===== src/acg_pkg.sv =====
// Package: register map, field layout and carrier types for the bank
package acg_pkg;

  // Register bus widths, channel count and channel index width
  localparam int ACG_ADDR_W = 8;
  localparam int ACG_DATA_W = 16;
  localparam int ACG_NUM_CH = 16;
  localparam int ACG_CH_IDX_W = 4;

  // Register offsets (word index on the plain register port)
  localparam logic [7:0] ACG_OFS_PIN_CTRL = 8'h06;
  localparam logic [7:0] ACG_OFS_IDENT = 8'h07;
  localparam logic [7:0] ACG_OFS_CH_FIRST = 8'h10;
  localparam logic [7:0] ACG_OFS_CH_LAST = 8'h1F;

  // Pin control field positions
  localparam int ACG_POS_PIN1_IN_EN = 5;
  localparam int ACG_POS_PIN0_IN_EN = 4;
  localparam int ACG_POS_PIN1_OUT_EN = 3;
  localparam int ACG_POS_PIN0_OUT_EN = 2;
  localparam int ACG_POS_PIN1_LEVEL = 1;
  localparam int ACG_POS_PIN0_LEVEL = 0;

  // Channel register field positions
  localparam int ACG_POS_CH_ENABLE = 15;
  localparam int ACG_POS_SETUP_HI = 14;
  localparam int ACG_POS_SETUP_LO = 12;
  localparam int ACG_POS_PAIR_HI = 9;
  localparam int ACG_POS_PAIR_LO = 0;

  // Reset values and input pair codes
  localparam logic [15:0] ACG_RST_CHANNEL = 16'h8001;
  localparam logic [5:0] ACG_RST_PIN_CTRL = 6'h00;
  localparam logic [9:0] ACG_PAIR_IN0_IN1 = 10'h001;
  localparam logic [9:0] ACG_PAIR_IN0_COMMON = 10'h010;

  // Identifier; the value is arbitrary, low nibble carries no meaning
  localparam logic [15:0] ACG_IDENT_DEFAULT = 16'h5A50;

  // Per-pin control as held in the pin control register
  typedef struct packed {
    logic input_enable;
    logic output_enable;
    logic level;
  } acg_pin_cfg_t;

  // One channel configuration register
  typedef struct packed {
    logic channel_enable;
    logic [2:0] setup_select;
    logic [1:0] reserved;
    logic [9:0] input_pair_select;
  } acg_chan_cfg_t;

  // Selection handed to the conversion engine
  typedef struct packed {
    logic valid;
    logic [3:0] channel;
    logic [2:0] setup_select;
    logic [9:0] input_pair_select;
  } acg_conv_sel_t;

endpackage


===== src/acg_regs.sv =====
// Top module: pin control, identifier and channel registers with sequencer
//
// The address-and-strobe port was chosen for this implementation.

// Functional notes
// - Bit 5 makes pin 1 an input
// - Bit 4 makes pin 0 an input
// - Bit 3 drives pin 1 as output
// - Bit 2 drives pin 0 as output
// - Bit 1 is pin 1 level or readback
// - Bit 0 is pin 0 level or readback
// - Identifier register is read-only fixed code
// - Sixteen channel registers, reset 0x8001
// - Bit 15 enables; enabled channels sequenced
// - Bits 14:12 pick one of eight setups
// - A setup's four registers apply together
// - Bits 9:0 pick the analog input pair
module acg_regs #(
  parameter logic [15:0] IDENT_CODE = acg_pkg::ACG_IDENT_DEFAULT,
  parameter int NUM_CH = acg_pkg::ACG_NUM_CH
) (
  // Clock and reset
  input wire logic clk_i,
  input wire logic reset_n_i,
  // Register port
  input wire logic [acg_pkg::ACG_ADDR_W-1:0] reg_addr_i,
  input wire logic [acg_pkg::ACG_DATA_W-1:0] reg_wdata_i,
  input wire logic reg_write_i,
  input wire logic reg_read_i,
  output logic [acg_pkg::ACG_DATA_W-1:0] reg_rdata_o,
  // General pins, split into input, output and active-low enable
  input wire logic [1:0] general_pin_in_i,
  output logic [1:0] general_pin_out_o,
  output logic [1:0] general_pin_oe_n_o,
  // Conversion engine side
  input wire logic conv_done_i,
  output acg_pkg::acg_conv_sel_t conv_sel_o,
  output logic [NUM_CH-1:0] channel_enable_o
);
  import acg_pkg::*;

  // Synchronised reset
  logic reset_meta_n;
  logic reset_sync_n;

  // Pin control register state
  acg_pin_cfg_t pin_cfg [2];

  // Channel registers
  acg_chan_cfg_t chan_cfg [NUM_CH];
  logic [NUM_CH-1:0] chan_en;

  // Register decode
  logic wr_pin_ctrl;
  logic [NUM_CH-1:0] wr_chan;
  logic [ACG_DATA_W-1:0] next_rdata;
  logic [ACG_DATA_W-1:0] pin_ctrl_view;
  logic [1:0] pin_readback;

  // Sequencer
  logic [ACG_CH_IDX_W-1:0] cur_ch;
  logic [ACG_CH_IDX_W-1:0] next_ch;
  logic any_enabled;

  // Reset release through two flops; assertion stays asynchronous
  always_ff @(posedge clk_i or negedge reset_n_i) begin
    if (!reset_n_i) begin
      reset_meta_n <= 1'b0;
      reset_sync_n <= 1'b0;
    end else begin
      reset_meta_n <= 1'b1;
      reset_sync_n <= reset_meta_n;
    end
  end

  // Write decode; the identifier offset has no write path
  assign wr_pin_ctrl = reg_write_i && (reg_addr_i == ACG_OFS_PIN_CTRL);

  // One control slice per general pin. Each field of pin 1 sits one
  // bit above the same field of pin 0, so the pin index is added to
  // the pin 0 position. All three bits of both pins load in the same
  // write, which keeps enable and level consistent at the pad: there
  // is no cycle in which a new enable meets an old level.
  for (genvar gp = 0; gp < 2; gp++) begin : g_pin
    always_ff @(posedge clk_i or negedge reset_sync_n) begin
      if (!reset_sync_n) begin
        pin_cfg[gp] <= '0;
      end else if (wr_pin_ctrl) begin
        pin_cfg[gp].input_enable <=
          reg_wdata_i[ACG_POS_PIN0_IN_EN + gp];
        pin_cfg[gp].output_enable <=
          reg_wdata_i[ACG_POS_PIN0_OUT_EN + gp];
        pin_cfg[gp].level <=
          reg_wdata_i[ACG_POS_PIN0_LEVEL + gp];
      end
    end
  end

  // Pin drivers come straight from register flops, so no glitches
  // reach the pad when unrelated bits of the register are written
  always_comb begin
    general_pin_out_o[1] = pin_cfg[1].level;
    general_pin_out_o[0] = pin_cfg[0].level;
    general_pin_oe_n_o[1] = ~pin_cfg[1].output_enable;
    general_pin_oe_n_o[0] = ~pin_cfg[0].output_enable;
  end

  // Readback of the level bits: the pad when it is an input, else
  // the stored write data. With both enables set the pad wins, so a
  // host can see contention on its own output.
  always_comb begin
    pin_readback[1] = pin_cfg[1].input_enable ? general_pin_in_i[1]
                                              : pin_cfg[1].level;
    pin_readback[0] = pin_cfg[0].input_enable ? general_pin_in_i[0]
                                              : pin_cfg[0].level;
  end

  // Assemble the pin control register view; upper bits read zero
  always_comb begin
    pin_ctrl_view = '0;
    pin_ctrl_view[ACG_POS_PIN1_IN_EN] = pin_cfg[1].input_enable;
    pin_ctrl_view[ACG_POS_PIN0_IN_EN] = pin_cfg[0].input_enable;
    pin_ctrl_view[ACG_POS_PIN1_OUT_EN] = pin_cfg[1].output_enable;
    pin_ctrl_view[ACG_POS_PIN0_OUT_EN] = pin_cfg[0].output_enable;
    pin_ctrl_view[ACG_POS_PIN1_LEVEL] = pin_readback[1];
    pin_ctrl_view[ACG_POS_PIN0_LEVEL] = pin_readback[0];
  end

  // One channel register per index; reserved bits never store
  for (genvar gi = 0; gi < NUM_CH; gi++) begin : g_chan
    assign wr_chan[gi] = reg_write_i &&
      (reg_addr_i == ACG_OFS_CH_FIRST + ACG_ADDR_W'(gi));
    assign chan_en[gi] = chan_cfg[gi].channel_enable;

    always_ff @(posedge clk_i or negedge reset_sync_n) begin
      if (!reset_sync_n) begin
        chan_cfg[gi] <= acg_chan_cfg_t'(ACG_RST_CHANNEL);
      end else if (wr_chan[gi]) begin
        chan_cfg[gi].channel_enable <=
          reg_wdata_i[ACG_POS_CH_ENABLE];
        chan_cfg[gi].setup_select <=
          reg_wdata_i[ACG_POS_SETUP_HI:ACG_POS_SETUP_LO];
        chan_cfg[gi].reserved <= 2'h0;
        chan_cfg[gi].input_pair_select <=
          reg_wdata_i[ACG_POS_PAIR_HI:ACG_POS_PAIR_LO];
      end
    end
  end

  assign channel_enable_o = chan_en;

  // Read multiplexer; unmapped offsets read zero. The channel index
  // is taken from the low address bits only after the range test, so
  // an unmapped offset can never alias onto a channel register.
  always_comb begin
    next_rdata = '0;
    if (reg_addr_i == ACG_OFS_PIN_CTRL) begin
      next_rdata = pin_ctrl_view;
    end else if (reg_addr_i == ACG_OFS_IDENT) begin
      next_rdata = IDENT_CODE;
    end else if (reg_addr_i >= ACG_OFS_CH_FIRST &&
                 reg_addr_i <= ACG_OFS_CH_LAST) begin
      next_rdata = chan_cfg[reg_addr_i[ACG_CH_IDX_W-1:0]];
    end
  end

  // Read data stands for exactly the cycle after the strobe
  always_ff @(posedge clk_i or negedge reset_sync_n) begin
    if (!reset_sync_n) begin
      reg_rdata_o <= '0;
    end else if (reg_read_i) begin
      reg_rdata_o <= next_rdata;
    end else begin
      reg_rdata_o <= '0;
    end
  end

  // Search upward from the current channel, wrapping, for the next
  // enabled one; the current channel itself is the last candidate.
  // The search is a flat priority chain of NUM_CH steps: cheap for
  // sixteen channels, but its depth grows linearly with NUM_CH.
  always_comb begin
    logic [ACG_CH_IDX_W-1:0] cand;
    logic found;
    cand = '0;
    found = 1'b0;
    next_ch = cur_ch;
    for (int k = 1; k <= NUM_CH; k++) begin
      cand = cur_ch + ACG_CH_IDX_W'(k);
      if (!found && chan_en[cand]) begin
        next_ch = cand;
        found = 1'b1;
      end
    end
  end

  assign any_enabled = |chan_en;

  // Advance on each finished conversion, and leave a channel that
  // software has just disabled without waiting for the engine
  always_ff @(posedge clk_i or negedge reset_sync_n) begin
    if (!reset_sync_n) begin
      cur_ch <= '0;
    end else if (any_enabled &&
                 (conv_done_i || !chan_en[cur_ch])) begin
      cur_ch <= next_ch;
    end
  end

  // Selection handed to the engine. The engine loads the setup,
  // filter, offset and gain registers of the chosen setup as one set;
  // channels share a setup whenever their codes are equal, as all are at setup 0 after reset.
  always_comb begin
    conv_sel_o.valid = chan_en[cur_ch];
    conv_sel_o.channel = cur_ch;
    conv_sel_o.setup_select = chan_cfg[cur_ch].setup_select;
    conv_sel_o.input_pair_select =
      chan_cfg[cur_ch].input_pair_select;
  end

endmodule


===== config.mk =====
export PLATFORM = sky130hd
export DESIGN_NAME = acg_regs
export DESIGN_NICKNAME = d
export VERILOG_FILES = /design/src/acg_pkg.sv /design/src/acg_regs.sv
export SDC_FILE = /design/constraint.sdc
export NUM_CORES = 1
export LEC_CHECK = 0
export BUFFER_PORTS_ARGS = -buffer_cell sky130_fd_sc_hd__buf_2
export CAP_MARGIN = 10
export CORE_AREA = 2 2 170 172
export DETAILED_ROUTE_END_ITERATION = 6
export DIE_AREA = 0 0 172 174
export PLACE_DENSITY = 0.82
export SLEW_MARGIN = 10
export SYNTH_ARGS = -nofsm -noshare
export SYNTH_HDL_FRONTEND = slang
export SYNTH_SLANG_ARGS = --single-unit

===== constraint.sdc =====
create_clock -name clk_i -period 6.95 [get_ports clk_i]
set_clock_uncertainty 0.2 [all_clocks]
set_input_delay 0.3475 -clock clk_i [delete_from_list [all_inputs] [get_ports clk_i]]
set_output_delay 0.3475 -clock clk_i [all_outputs]
set_load 0.01 [all_outputs]

# == Word-level counts from Yosys, hierarchy flattened ==
# Index checks and enable logic that the tools add are counted.
# totals
out_inout_bits,54
ram_bits,0
rom_bits,0
in_bits,31
register_bits,252
mem_count,0
latch_bits,0
# op_classes
bitwise_logic,5
n_addsub,15
n_reduce_logical,54
shifts,0
multipliers,0
n_eq_ne,18
n_lt_le_gt_ge,20
n_div,0
muxes,74
# ops
operator,n
16-bit binary-select mux with 4-bit select,2
8-bit by 5-bit == test with 1-bit output (second input constant),16
16-bit two-way mux,6
4-bit by 5-bit < comparator with 1-bit output (second input constant),16
1-bit binary-select mux with 4-bit select,16
4-bit two-way mux,15
1-bit logical AND,34
1-bit two-way mux,33
4-bit adder (second input constant),8
15-bit two-way mux,2
4-bit by 3-bit adder with 4-bit output (second input constant),4
8-bit by 3-bit == test with 1-bit output (second input constant),2
1-bit zero test,16
16-bit OR reduction,1
15-bit nonzero test,1
5-bit >= comparator (second input constant),2
4-bit inverter with 5-bit output,2
4-bit by 2-bit adder with 4-bit output (second input constant),2
8-bit by 5-bit >= comparator with 1-bit output (second input constant),1
8-bit by 5-bit less-or-equal comparator with 1-bit output (second input constant),1
4-bit by 1-bit adder with 4-bit output (second input constant),1
1-bit inverter,3
3-bit AND reduction,1
1-bit logical OR,1

# == Logic depth before layout (Yosys ltp) ==
# Gate-level depths: netlist (run 1).
# logic_depth
ltp_word,50
depth_mapped,18

# == Least setup slack after synthesis (run 1) ==
# OpenSTA, ideal clock, no wires.
# synth_path
kind,register to register
from,register cur_ch[1]
to,register cur_ch[3]
n_path_buf,4
arrival_time_ps,4640
path_stages_with_launch,16
setup_ps,125
path_slack_ps,1985
path_cell_list,dfrtp_1 buf_4 buf_4 buf_1 buf_1 inv_1 ha_1 xor2_1 mux4_2 mux2_2 nor2_1 o21a_1 o221ai_1 a2111oi_0 o221ai_1 mux2_4
# synth_between
elab_chain_cells,50
word_cells_on_any_way,113
classes_between,15 x add/sub; 62 x mux; 1 x bitwise; 35 x reduce/logical
# synth_rtl
item,line_no,rtl
"start, declared",acg_regs.sv:61,logic [ACG_CH_IDX_W-1:0] cur_ch;
"start signal, assigned",acg_regs.sv:206,cur_ch <= next_ch;
4-bit by 1-bit adder with 4-bit output,acg_regs.sv:189,cand = cur_ch + ACG_CH_IDX_W'(k);
1-bit binary-select mux with 4-bit select,acg_regs.sv:190,if (!found && chan_en[cand]) begin
1-bit two-way mux (implied by the code),acg_regs.sv:190,
1-bit two-way mux,acg_regs.sv:190,
1-bit zero test,acg_regs.sv:190,
1-bit logical AND,acg_regs.sv:190,
1-bit two-way mux,acg_regs.sv:190,
1-bit zero test,acg_regs.sv:190,
[... 34 more ...],--,
1-bit two-way mux,acg_regs.sv:190,
1-bit zero test,acg_regs.sv:190,
1-bit logical AND,acg_regs.sv:190,
1-bit two-way mux,acg_regs.sv:190,
1-bit zero test,acg_regs.sv:190,
1-bit logical AND,acg_regs.sv:190,
1-bit inverter (no source line),--,
3-bit AND reduction (no source line),--,
# Parallel ways exist; a longest one is shown, timed or not. The select of a mux whose other input is x is not followed.
# A chain may end at the register's enable or synchronous reset.

# == Worst setup path after layout (run 1) ==
# layout_path
from,register cur_ch[0]
to,register cur_ch[3]
# The elaborated chain is that of the path after synthesis.

==> results.ini, run 1 <==
[synthesis]
synth_top_area_share=0.3614
syn_nets=1073
syn-cell-area_mm2=0.01517
synthMuxAreaShare=0.4489
synth_flop_cell=dfrtp_1
synth_top_family_by_area=multiplexers
ys_seq_area_frac=0.4168
synthArstFlopShare=1.000
synth_seq_cells=251
synth_top_cells_by_count=mux2_2 (248), dfrtp_1 (219), mux4_2 (158)
synth_area_leaders=dfrtp_1 (36%), mux4_2 (23%), mux2_2 (18%)
synth_xor_area_frac=0.006930
syn_inst=1034
yosysMostFrequentCell=mux2_2
synth_compound_area_frac=0.03977
syn_avg_cell_area_um2=14.67
ys_types=71
synth_edf_count=0
yosysTopAreaCell=dfrtp_1
ys_warn_count=0
synth_simple_gate_area_frac=0.04505
synth_fa_ha_area_frac=0.006600

[run_status]
status=completed

[min_path]
holdCritPathClass=input port to flip-flop
min_from=general_pin_in_i[0]
min_path_cells=4
hold_end=reg_rdata_o[0]

[placement]
place_hpwl_mm=23.89
io_buffers=81
post-place-cells=1411
gp_congestion=0.9199

[timing]
setup_tns_ns=0
tightest_slew_ns=1.305
drv_slew=0
period_share=0.7639
fmax_ghz=0.1884
rsz0062_at_grt=no
hold_viol=0
setup_viol_count_final=0
period_minus_slack_ns=5.309
relSlewSlack=0.1300

[pwr]
pwr-share-comb=0.409
peakVddDrop_mv=0.2269
power_frac_clock=0.248
cellPowerDensity_mw_per_mm2=306.8
cellLeakagePower_nw=7.371
power_w=0.005054
seqPwrFrac=0.343
p_sw_frac=0.3697
switchingPower_w=0.001868
p_int_w=0.003185

[detailed_routing]
drc=0
postRouteAntennaNets=0
drt-total-wl_mm=38.82
dr_total_vias=9880
drt_iter0_markers=1029
wl_per_cell_um=26.64
viasPerCell=6.781
dr.pass1.iters=6

[clock_network]
tritoncts=built
path_clk_slew_ns=0.07
h-tree-depth=1
cts_sinks=251
cts_root_buffer=clkbuf_16
cts_made_buffers=24
post_cts_resized=0
cts_buffer_depth=3
clk_latency_ns=0.53
postCtsSetupRepairBufs=0
holdBufCountCts=2

[floorplan]
fp-row-count=62
dieHeight_um=174
ios=85
coreArea_mm2=0.02824
die_area_mm2=0.02993
initial_core_util=0.5371
fp.dieW_um=172

[global_routing]
grt_start_max_net_pins=186
antenna_found_initial=1
grt_pass1_wl_mm=60.65
grt_pass1_vias=10260
grt-ovfl-total=0
grt_use_total=0.2670

[worst_setup_path]
r2r-start=cur_ch[0]
rr_worst_depth=11
required_ns=7.15
startpoint_type=flip-flop
critical_path_class=flip-flop to flip-flop
cp_max_fo=23
crit_path_end_kind=flip-flop
r2r_setup_slack_ns=1.64
worstPathArrival_ns=5.51
reg2reg_to=cur_ch[3]

[finish]
drive_gt1_frac=0.5518
area_delta_synth_final_pct=8.630
final_core_util=0.5834
nets=1094
stdcell_count=1457

[run]
max-cap-violations=0

==> per-stage QoR <==
step	hold slack, ns	setup slack (ns)	instance area (um2)
final	0.04638	1.641	16470
after global routing	0.07259	1.160	16470
after CTS	0.03792	1.629	16470
after detailed placement	-0.06588	1.665	15700
after global placement	-0.06808	1.659	15700
after floorplan	-0.1481	1.985	15170
==> layout by cell type (no fill, tap or decap), drive strengths merged, types with 3 or more instances in the layout <==
master / instances
mux2: 250
dfrtp: 219
mux4: 166
buf: 92
nand2: 37
clkbuf: 36
dfstp: 32
nor2: 29
mux2i: 22
a21oi: 18
o21ai: 13
inv: 12
nand3: 11
a22oi: 9
xnor2: 9
and2: 8
nor2b: 8
ha: 8
clkinv: 8
and3: 6
o221ai: 6
nor3: 6
nor4b: 5
a31oi: 4
nand4: 4
nand2b: 3
xor2: 3
o211ai: 3
o221a: 3
==> state kept, by name (all words and copies together) (netlist names) <==
signal and cells:
channel_enable_o 16, reset_meta_n 1, reset_sync_n 1, reg_rdata_o 15
pin_cfg 4, general_pin_out_o 2, chan_cfg 208, cur_ch 4
==> worst max-delay path by stage <==
stage,endpoint,cells past startpoint,slack (ns),from
2_1_floorplan,cur_ch[3],15,1.98,cur_ch[1]
3_3_place_gp,cur_ch[3],11,1.66,cur_ch[0]
3_5_place_dp,cur_ch[3],11,1.66,cur_ch[0]
4_1_cts,cur_ch[3],11,1.63,cur_ch[0]
5_1_grt,cur_ch[3],11,1.16,cur_ch[0]
6_report,cur_ch[3],11,1.64,cur_ch[0]
==> cell families after synthesis <==
group | count (synthesis)
and+or+nand+nor | 127
AOI/OAI and AO/OA | 83
adders and majority gates | 8
DFF | 251
other | 2
muxes | 438
xor gates and xnor gates | 12
buffers and inverters | 113
==> power by group through the flow <==
| stage | combinational, W | sequential, W | clock, W |
|---|---|---|---|
| floorplan | 0.00169 | 0.00165 | 0 |
| global placement | 0.00203 | 0.00175 | 0 |
| detailed placement | 0.00204 | 0.00176 | 0 |
| CTS | 0.00205 | 0.00173 | 0.00127 |
| global route | 0.00221 | 0.00176 | 0.00133 |
| finish | 0.00207 | 0.00173 | 0.00125 |
==> per-layer routing <==
layer / track usage / up-vias / share of wire / wire length, um
met5: 0 / - / 0 / 0
met4: 0.1085 / 0 / 0.042 / 1645
met3: 0.04645 / 113 / 0.090 / 3489
met2: 0.4254 / 523 / 0.48 / 18670
met1: 0.3672 / 5152 / 0.39 / 15020
li1: - / 4092 / - / -
==> worst max-delay path, stage by stage (launching register included) <==
cell       delay, ns
dfrtp_4         0.74
clkinv_1        0.41
ha_1            0.87
clkinv_1        0.45
mux2i_1         0.24
mux4_2          0.58
a22oi_1         0.26
o221a_2         0.23
o221ai_1        0.11
a2111oi_0       0.58
o221ai_1        0.22
mux2_4          0.29
==> layout make-up <==
cell class / instances / area [um2]
clock inverter: 6 / 40.04
timing repair buffer: 94 / 523.0
tap: 384 / 480.5
antenna: 2 / 5.005
sequential: 251 / 6332
inverter: 14 / 52.55
multi-input combinational: 670 / 8335
clock buffer: 36 / 705.7
fill: 2179 / 11760
No activity file was read; power rests on OpenSTA's default activity.
==> run 2, diff against run 1 <==
- ABC_AREA: not set -> 1
- CORE_AREA: 2 2 170 172 -> 2 2 162 164
- DIE_AREA: 0 0 172 174 -> 0 0 164 166
- PLACE_DENSITY: 0.82 -> 0.79
- clock period: 6.95 -> 5.32 ns (I/O delays scaled with it)
==> run 2 against run 1 <==
Against the previous run:
- the flow now finishes with violations (design-rule violations)
- sequential cell count is the same
- worst setup slack lost 0.74 ns
- core utilization grew 0.56 points
- combinational power grew 72%
- critical path depth grew 14
- die area shrank 9.0%
- routed wire length grew 18%
- critical path type unchanged
- highest routed layer unchanged
==> results.ini, run 2 <==
[placement]
io_buffers=81  ; unchanged
place_hpwl_mm=27.59  ; was 23.89 mm
gp_congestion=0.9608  ; was 0.9199

[floorplan]
initial_core_util=0.5372  ; was 0.5371
ios=85  ; unchanged
dieHeight_um=166  ; was 174 um
fp.dieW_um=164  ; was 172 um
coreArea_mm2=0.02562  ; was 0.02824 mm2
fp-row-count=59  ; was 62
die_area_mm2=0.02722  ; was 0.02993 mm2

[run_status]
violations=design-rule violations
status=complete, but fails checks  ; was completed

[pwr]
switchingPower_w=0.003421  ; was 0.001868 W
cellLeakagePower_nw=6.804  ; was 7.371 nW
cellPowerDensity_mw_per_mm2=504.7  ; was 306.8 mW/mm2
pwr-share-comb=0.469  ; was 0.409
seqPwrFrac=0.292  ; was 0.343
peakVddDrop_mv=0.4245  ; was 0.2269 mV
p_int_w=0.004194  ; was 0.003185 W
p_sw_frac=0.4493  ; was 0.3697
power_frac_clock=0.239  ; was 0.248

[timing]
setup_tns_ns=0  ; unchanged
period_share=0.8302  ; was 0.7639
hold_viol=0  ; unchanged
setup_viol_count_final=0  ; unchanged
tightest_slew_ns=1.291  ; was 1.305 ns
drv_slew=0  ; unchanged
fmax_ghz=0.2264  ; was 0.1884 GHz
period_minus_slack_ns=4.416  ; was 5.309 ns
relSlewSlack=0.1375  ; was 0.1300
rsz0062_at_grt=no  ; unchanged

[detailed_routing]
viasPerCell=6.387  ; was 6.781
dr.pass1.iters=7  ; was 6
drc=11  ; was 0
drt-total-wl_mm=45.93  ; was 38.82 mm
drt_iter0_markers=1860  ; was 1029
wl_per_cell_um=21.03  ; was 26.64 um
dr_total_vias=13950  ; was 9880
postRouteAntennaNets=0  ; unchanged

[clock_network]
tritoncts=built  ; unchanged
cts_root_buffer=clkbuf_16  ; unchanged
h-tree-depth=1  ; unchanged
path_clk_slew_ns=0.06  ; was 0.07 ns
cts_sinks=251  ; unchanged
post_cts_resized=0  ; unchanged
cts_made_buffers=28  ; was 24
cts_buffer_depth=3  ; unchanged
clk_latency_ns=0.55  ; was 0.53 ns

[finish]
largest_register=chan_cfg  ; unchanged
fillerInstances=2357  ; was 2179
layout_common_cells=nand2_1 (442), o21ai_0 (400), dfrtp_1 (216), o22ai_1 (143), nor2_1 (140)  ; was mux2_2 (248), dfrtp_1 (216), mux4_2 (158), buf_2 (80), nand2_1 (36)
largest_register_ffs=208  ; unchanged
drive_gt1_frac=0.1109  ; was 0.5518
layout_commonest_cell=nand2_1  ; was mux2_2
final_core_util=0.5891  ; was 0.5834
area_delta_synth_final_pct=9.647  ; was 8.630%
nets=1868  ; was 1094

[synthesis]
synth_top_cells_by_count=nand2_1 (445), o21ai_0 (400), dfrtp_1 (219)  ; was mux2_2 (248), dfrtp_1 (219), mux4_2 (158)
synthArstFlopShare=1.000  ; unchanged
syn_avg_cell_area_um2=7.520  ; was 14.67 um2
yosysMostFrequentCell=nand2_1  ; was mux2_2
syn-cell-area_mm2=0.01376  ; was 0.01517 mm2
ys_types=44  ; was 71
synth_area_leaders=dfrtp_1 (40%), o21ai_0 (15%), nand2_1 (12%)  ; was dfrtp_1 (36%), mux4_2 (23%), mux2_2 (18%)
synth_edf_count=0  ; unchanged
synth_flop_cell=dfrtp_1  ; unchanged
synth_top_area_share=0.3982  ; was 0.3614
ys_warn_count=0  ; unchanged
syn_inst=1830  ; was 1034
ys_seq_area_frac=0.4593  ; was 0.4168
syn_nets=1869  ; was 1073
synth_seq_cells=251  ; unchanged
yosysTopAreaCell=dfrtp_1  ; unchanged

[worst_setup_path]
startpoint_type=flip-flop  ; unchanged
worstPathArrival_ns=4.64  ; was 5.51 ns
crit_path_end_kind=flip-flop  ; unchanged
cp_max_fo=61  ; was 23
required_ns=5.55  ; was 7.15 ns
critical_path_class=flip-flop to flip-flop  ; unchanged

[global_routing]
grt-ovfl-total=0  ; unchanged
antenna_found_initial=0  ; was 1
grt_use_total=0.3362  ; was 0.2670
grt_pass1_wl_mm=71.70  ; was 60.65 mm
grt_start_max_net_pins=133  ; was 186
grt_pass1_vias=13010  ; was 10260

[min_path]
holdCritPathClass=input port to flip-flop  ; unchanged

[run]
max-cap-violations=0  ; unchanged

run 2: cell types whose count changed in the layout (fill, tap and decap cells not counted), sizes merged, moves of 117 or more:
cell   previous run  this run
nor2             29       146
nand2            37       449
mux4            166         0
mux2            250         0
o22ai             2       143
o21ai            13       403
run 2: critical path: stages (launching register included):
cell and delay [ns]:
dfrtp_4 0.76, clkinv_2 0.13, buf_4 0.34, buf_4 0.42, nand2_1 0.17, nand3_1 0.11, nand3_1 0.14, nand3_1 0.09
nand2_1 0.20, nand2_2 0.10, nor2_4 0.12, nand4_2 0.13, inv_2 0.08, nand3_2 0.11, nor2_4 0.15, nand4_2 0.13
inv_2 0.12, nand3b_4 0.09, nor2_2 0.12, nand2_1 0.07, nand2_2 0.11, inv_2 0.05, nand2_1 0.07, a21oi_1 0.04
nand2_1 0.09, nand2_1 0.05
run 2: cell families after synthesis:
kind of cell / share of synthesized area
flip-flops: 0.4593
adder cells (fa/ha/maj): 0.007274
other: 0.0005457
XOR/XNOR: 0.005092
multiplexers: 0.0007274
buffers and inverters: 0.06937
AO/OA/AOI/OAI: 0.2415
AND/OR/NAND/NOR: 0.2162
run 2: final timing paths:
kind | cells past startpoint | slack [ns] | startpoint | endpoint
worst max-delay path | 25 | 0.90 | cur_ch[0] | cur_ch[2]
worst min-delay path | 3 | 0.01 | reg_wdata_i[6] | chan_cfg[134]
worst max register to register | 25 | 0.90 | cur_ch[0] | cur_ch[2]
worst min register to register | 0 | 0.15 | reset_meta_n | reset_sync_n
max in group asynchronous | 1 | 3.39 | reset_sync_n | reg_rdata_o[1]
min in group asynchronous | 0 | 0.17 | reset_sync_n | chan_cfg[189]
run 2: power by group through the flow:
stage / sequential [W] / combinational, W / clock, W
floorplan: 0.00217 / 0.00258 / 0
global placement: 0.00224 / 0.00339 / 0
detailed placement: 0.00225 / 0.00344 / 0
CTS: 0.00222 / 0.00346 / 0.00183
global route: 0.00224 / 0.00396 / 0.00190
finish: 0.00223 / 0.00357 / 0.00182
run 2: metal layers:
layer | GRT usage | up-vias | share of wire
met2 | 0.4942 | 987 | 0.43
met3 | 0.08791 | 175 | 0.14
met1 | 0.4736 | 6515 | 0.39
li1 | - | 6273 | -
met4 | 0.1392 | 0 | 0.049
met5 | 0 | - | 0
run 2: metrics by stage:
stage / hold slack (ns) / cell area (um2) / power (W) / setup WS [ns] / instances
floorplan: -0.2296 / 13760 / 0.004749 / 1.031 / 1830
global placement: -0.1483 / 14160 / 0.005630 / 1.151 / 2129
detailed placement: -0.1457 / 14160 / 0.005690 / 1.060 / 2129
CTS: 0.01005 / 15060 / 0.007504 / 1.044 / 2182
global route: 0.04843 / 15090 / 0.008097 / 0.5930 / 2183
finish: 0.01008 / 15090 / 0.007616 / 0.9035 / 2184
run 2: cell type report:
cell class	instances	area, um2	area share
Timing Repair Buffer	105	628.1	0.04163
Multi-Input combinational cell	1348	6496	0.4305
Clock buffer	39	762.0	0.05050
Tap cell	335	419.2	0.02778
Clock inverter	10	93.84	0.006219
Sequential cell	251	6330	0.4195
Inverter	95	357.8	0.02371
Antenna cell	1	2.502	0.0001658
run 2: what timing repair did:
action | CTS | global route
setup buffers | 0 | 0
hold buffers | 4 | 0
hold endpoints to repair | 6 | 0
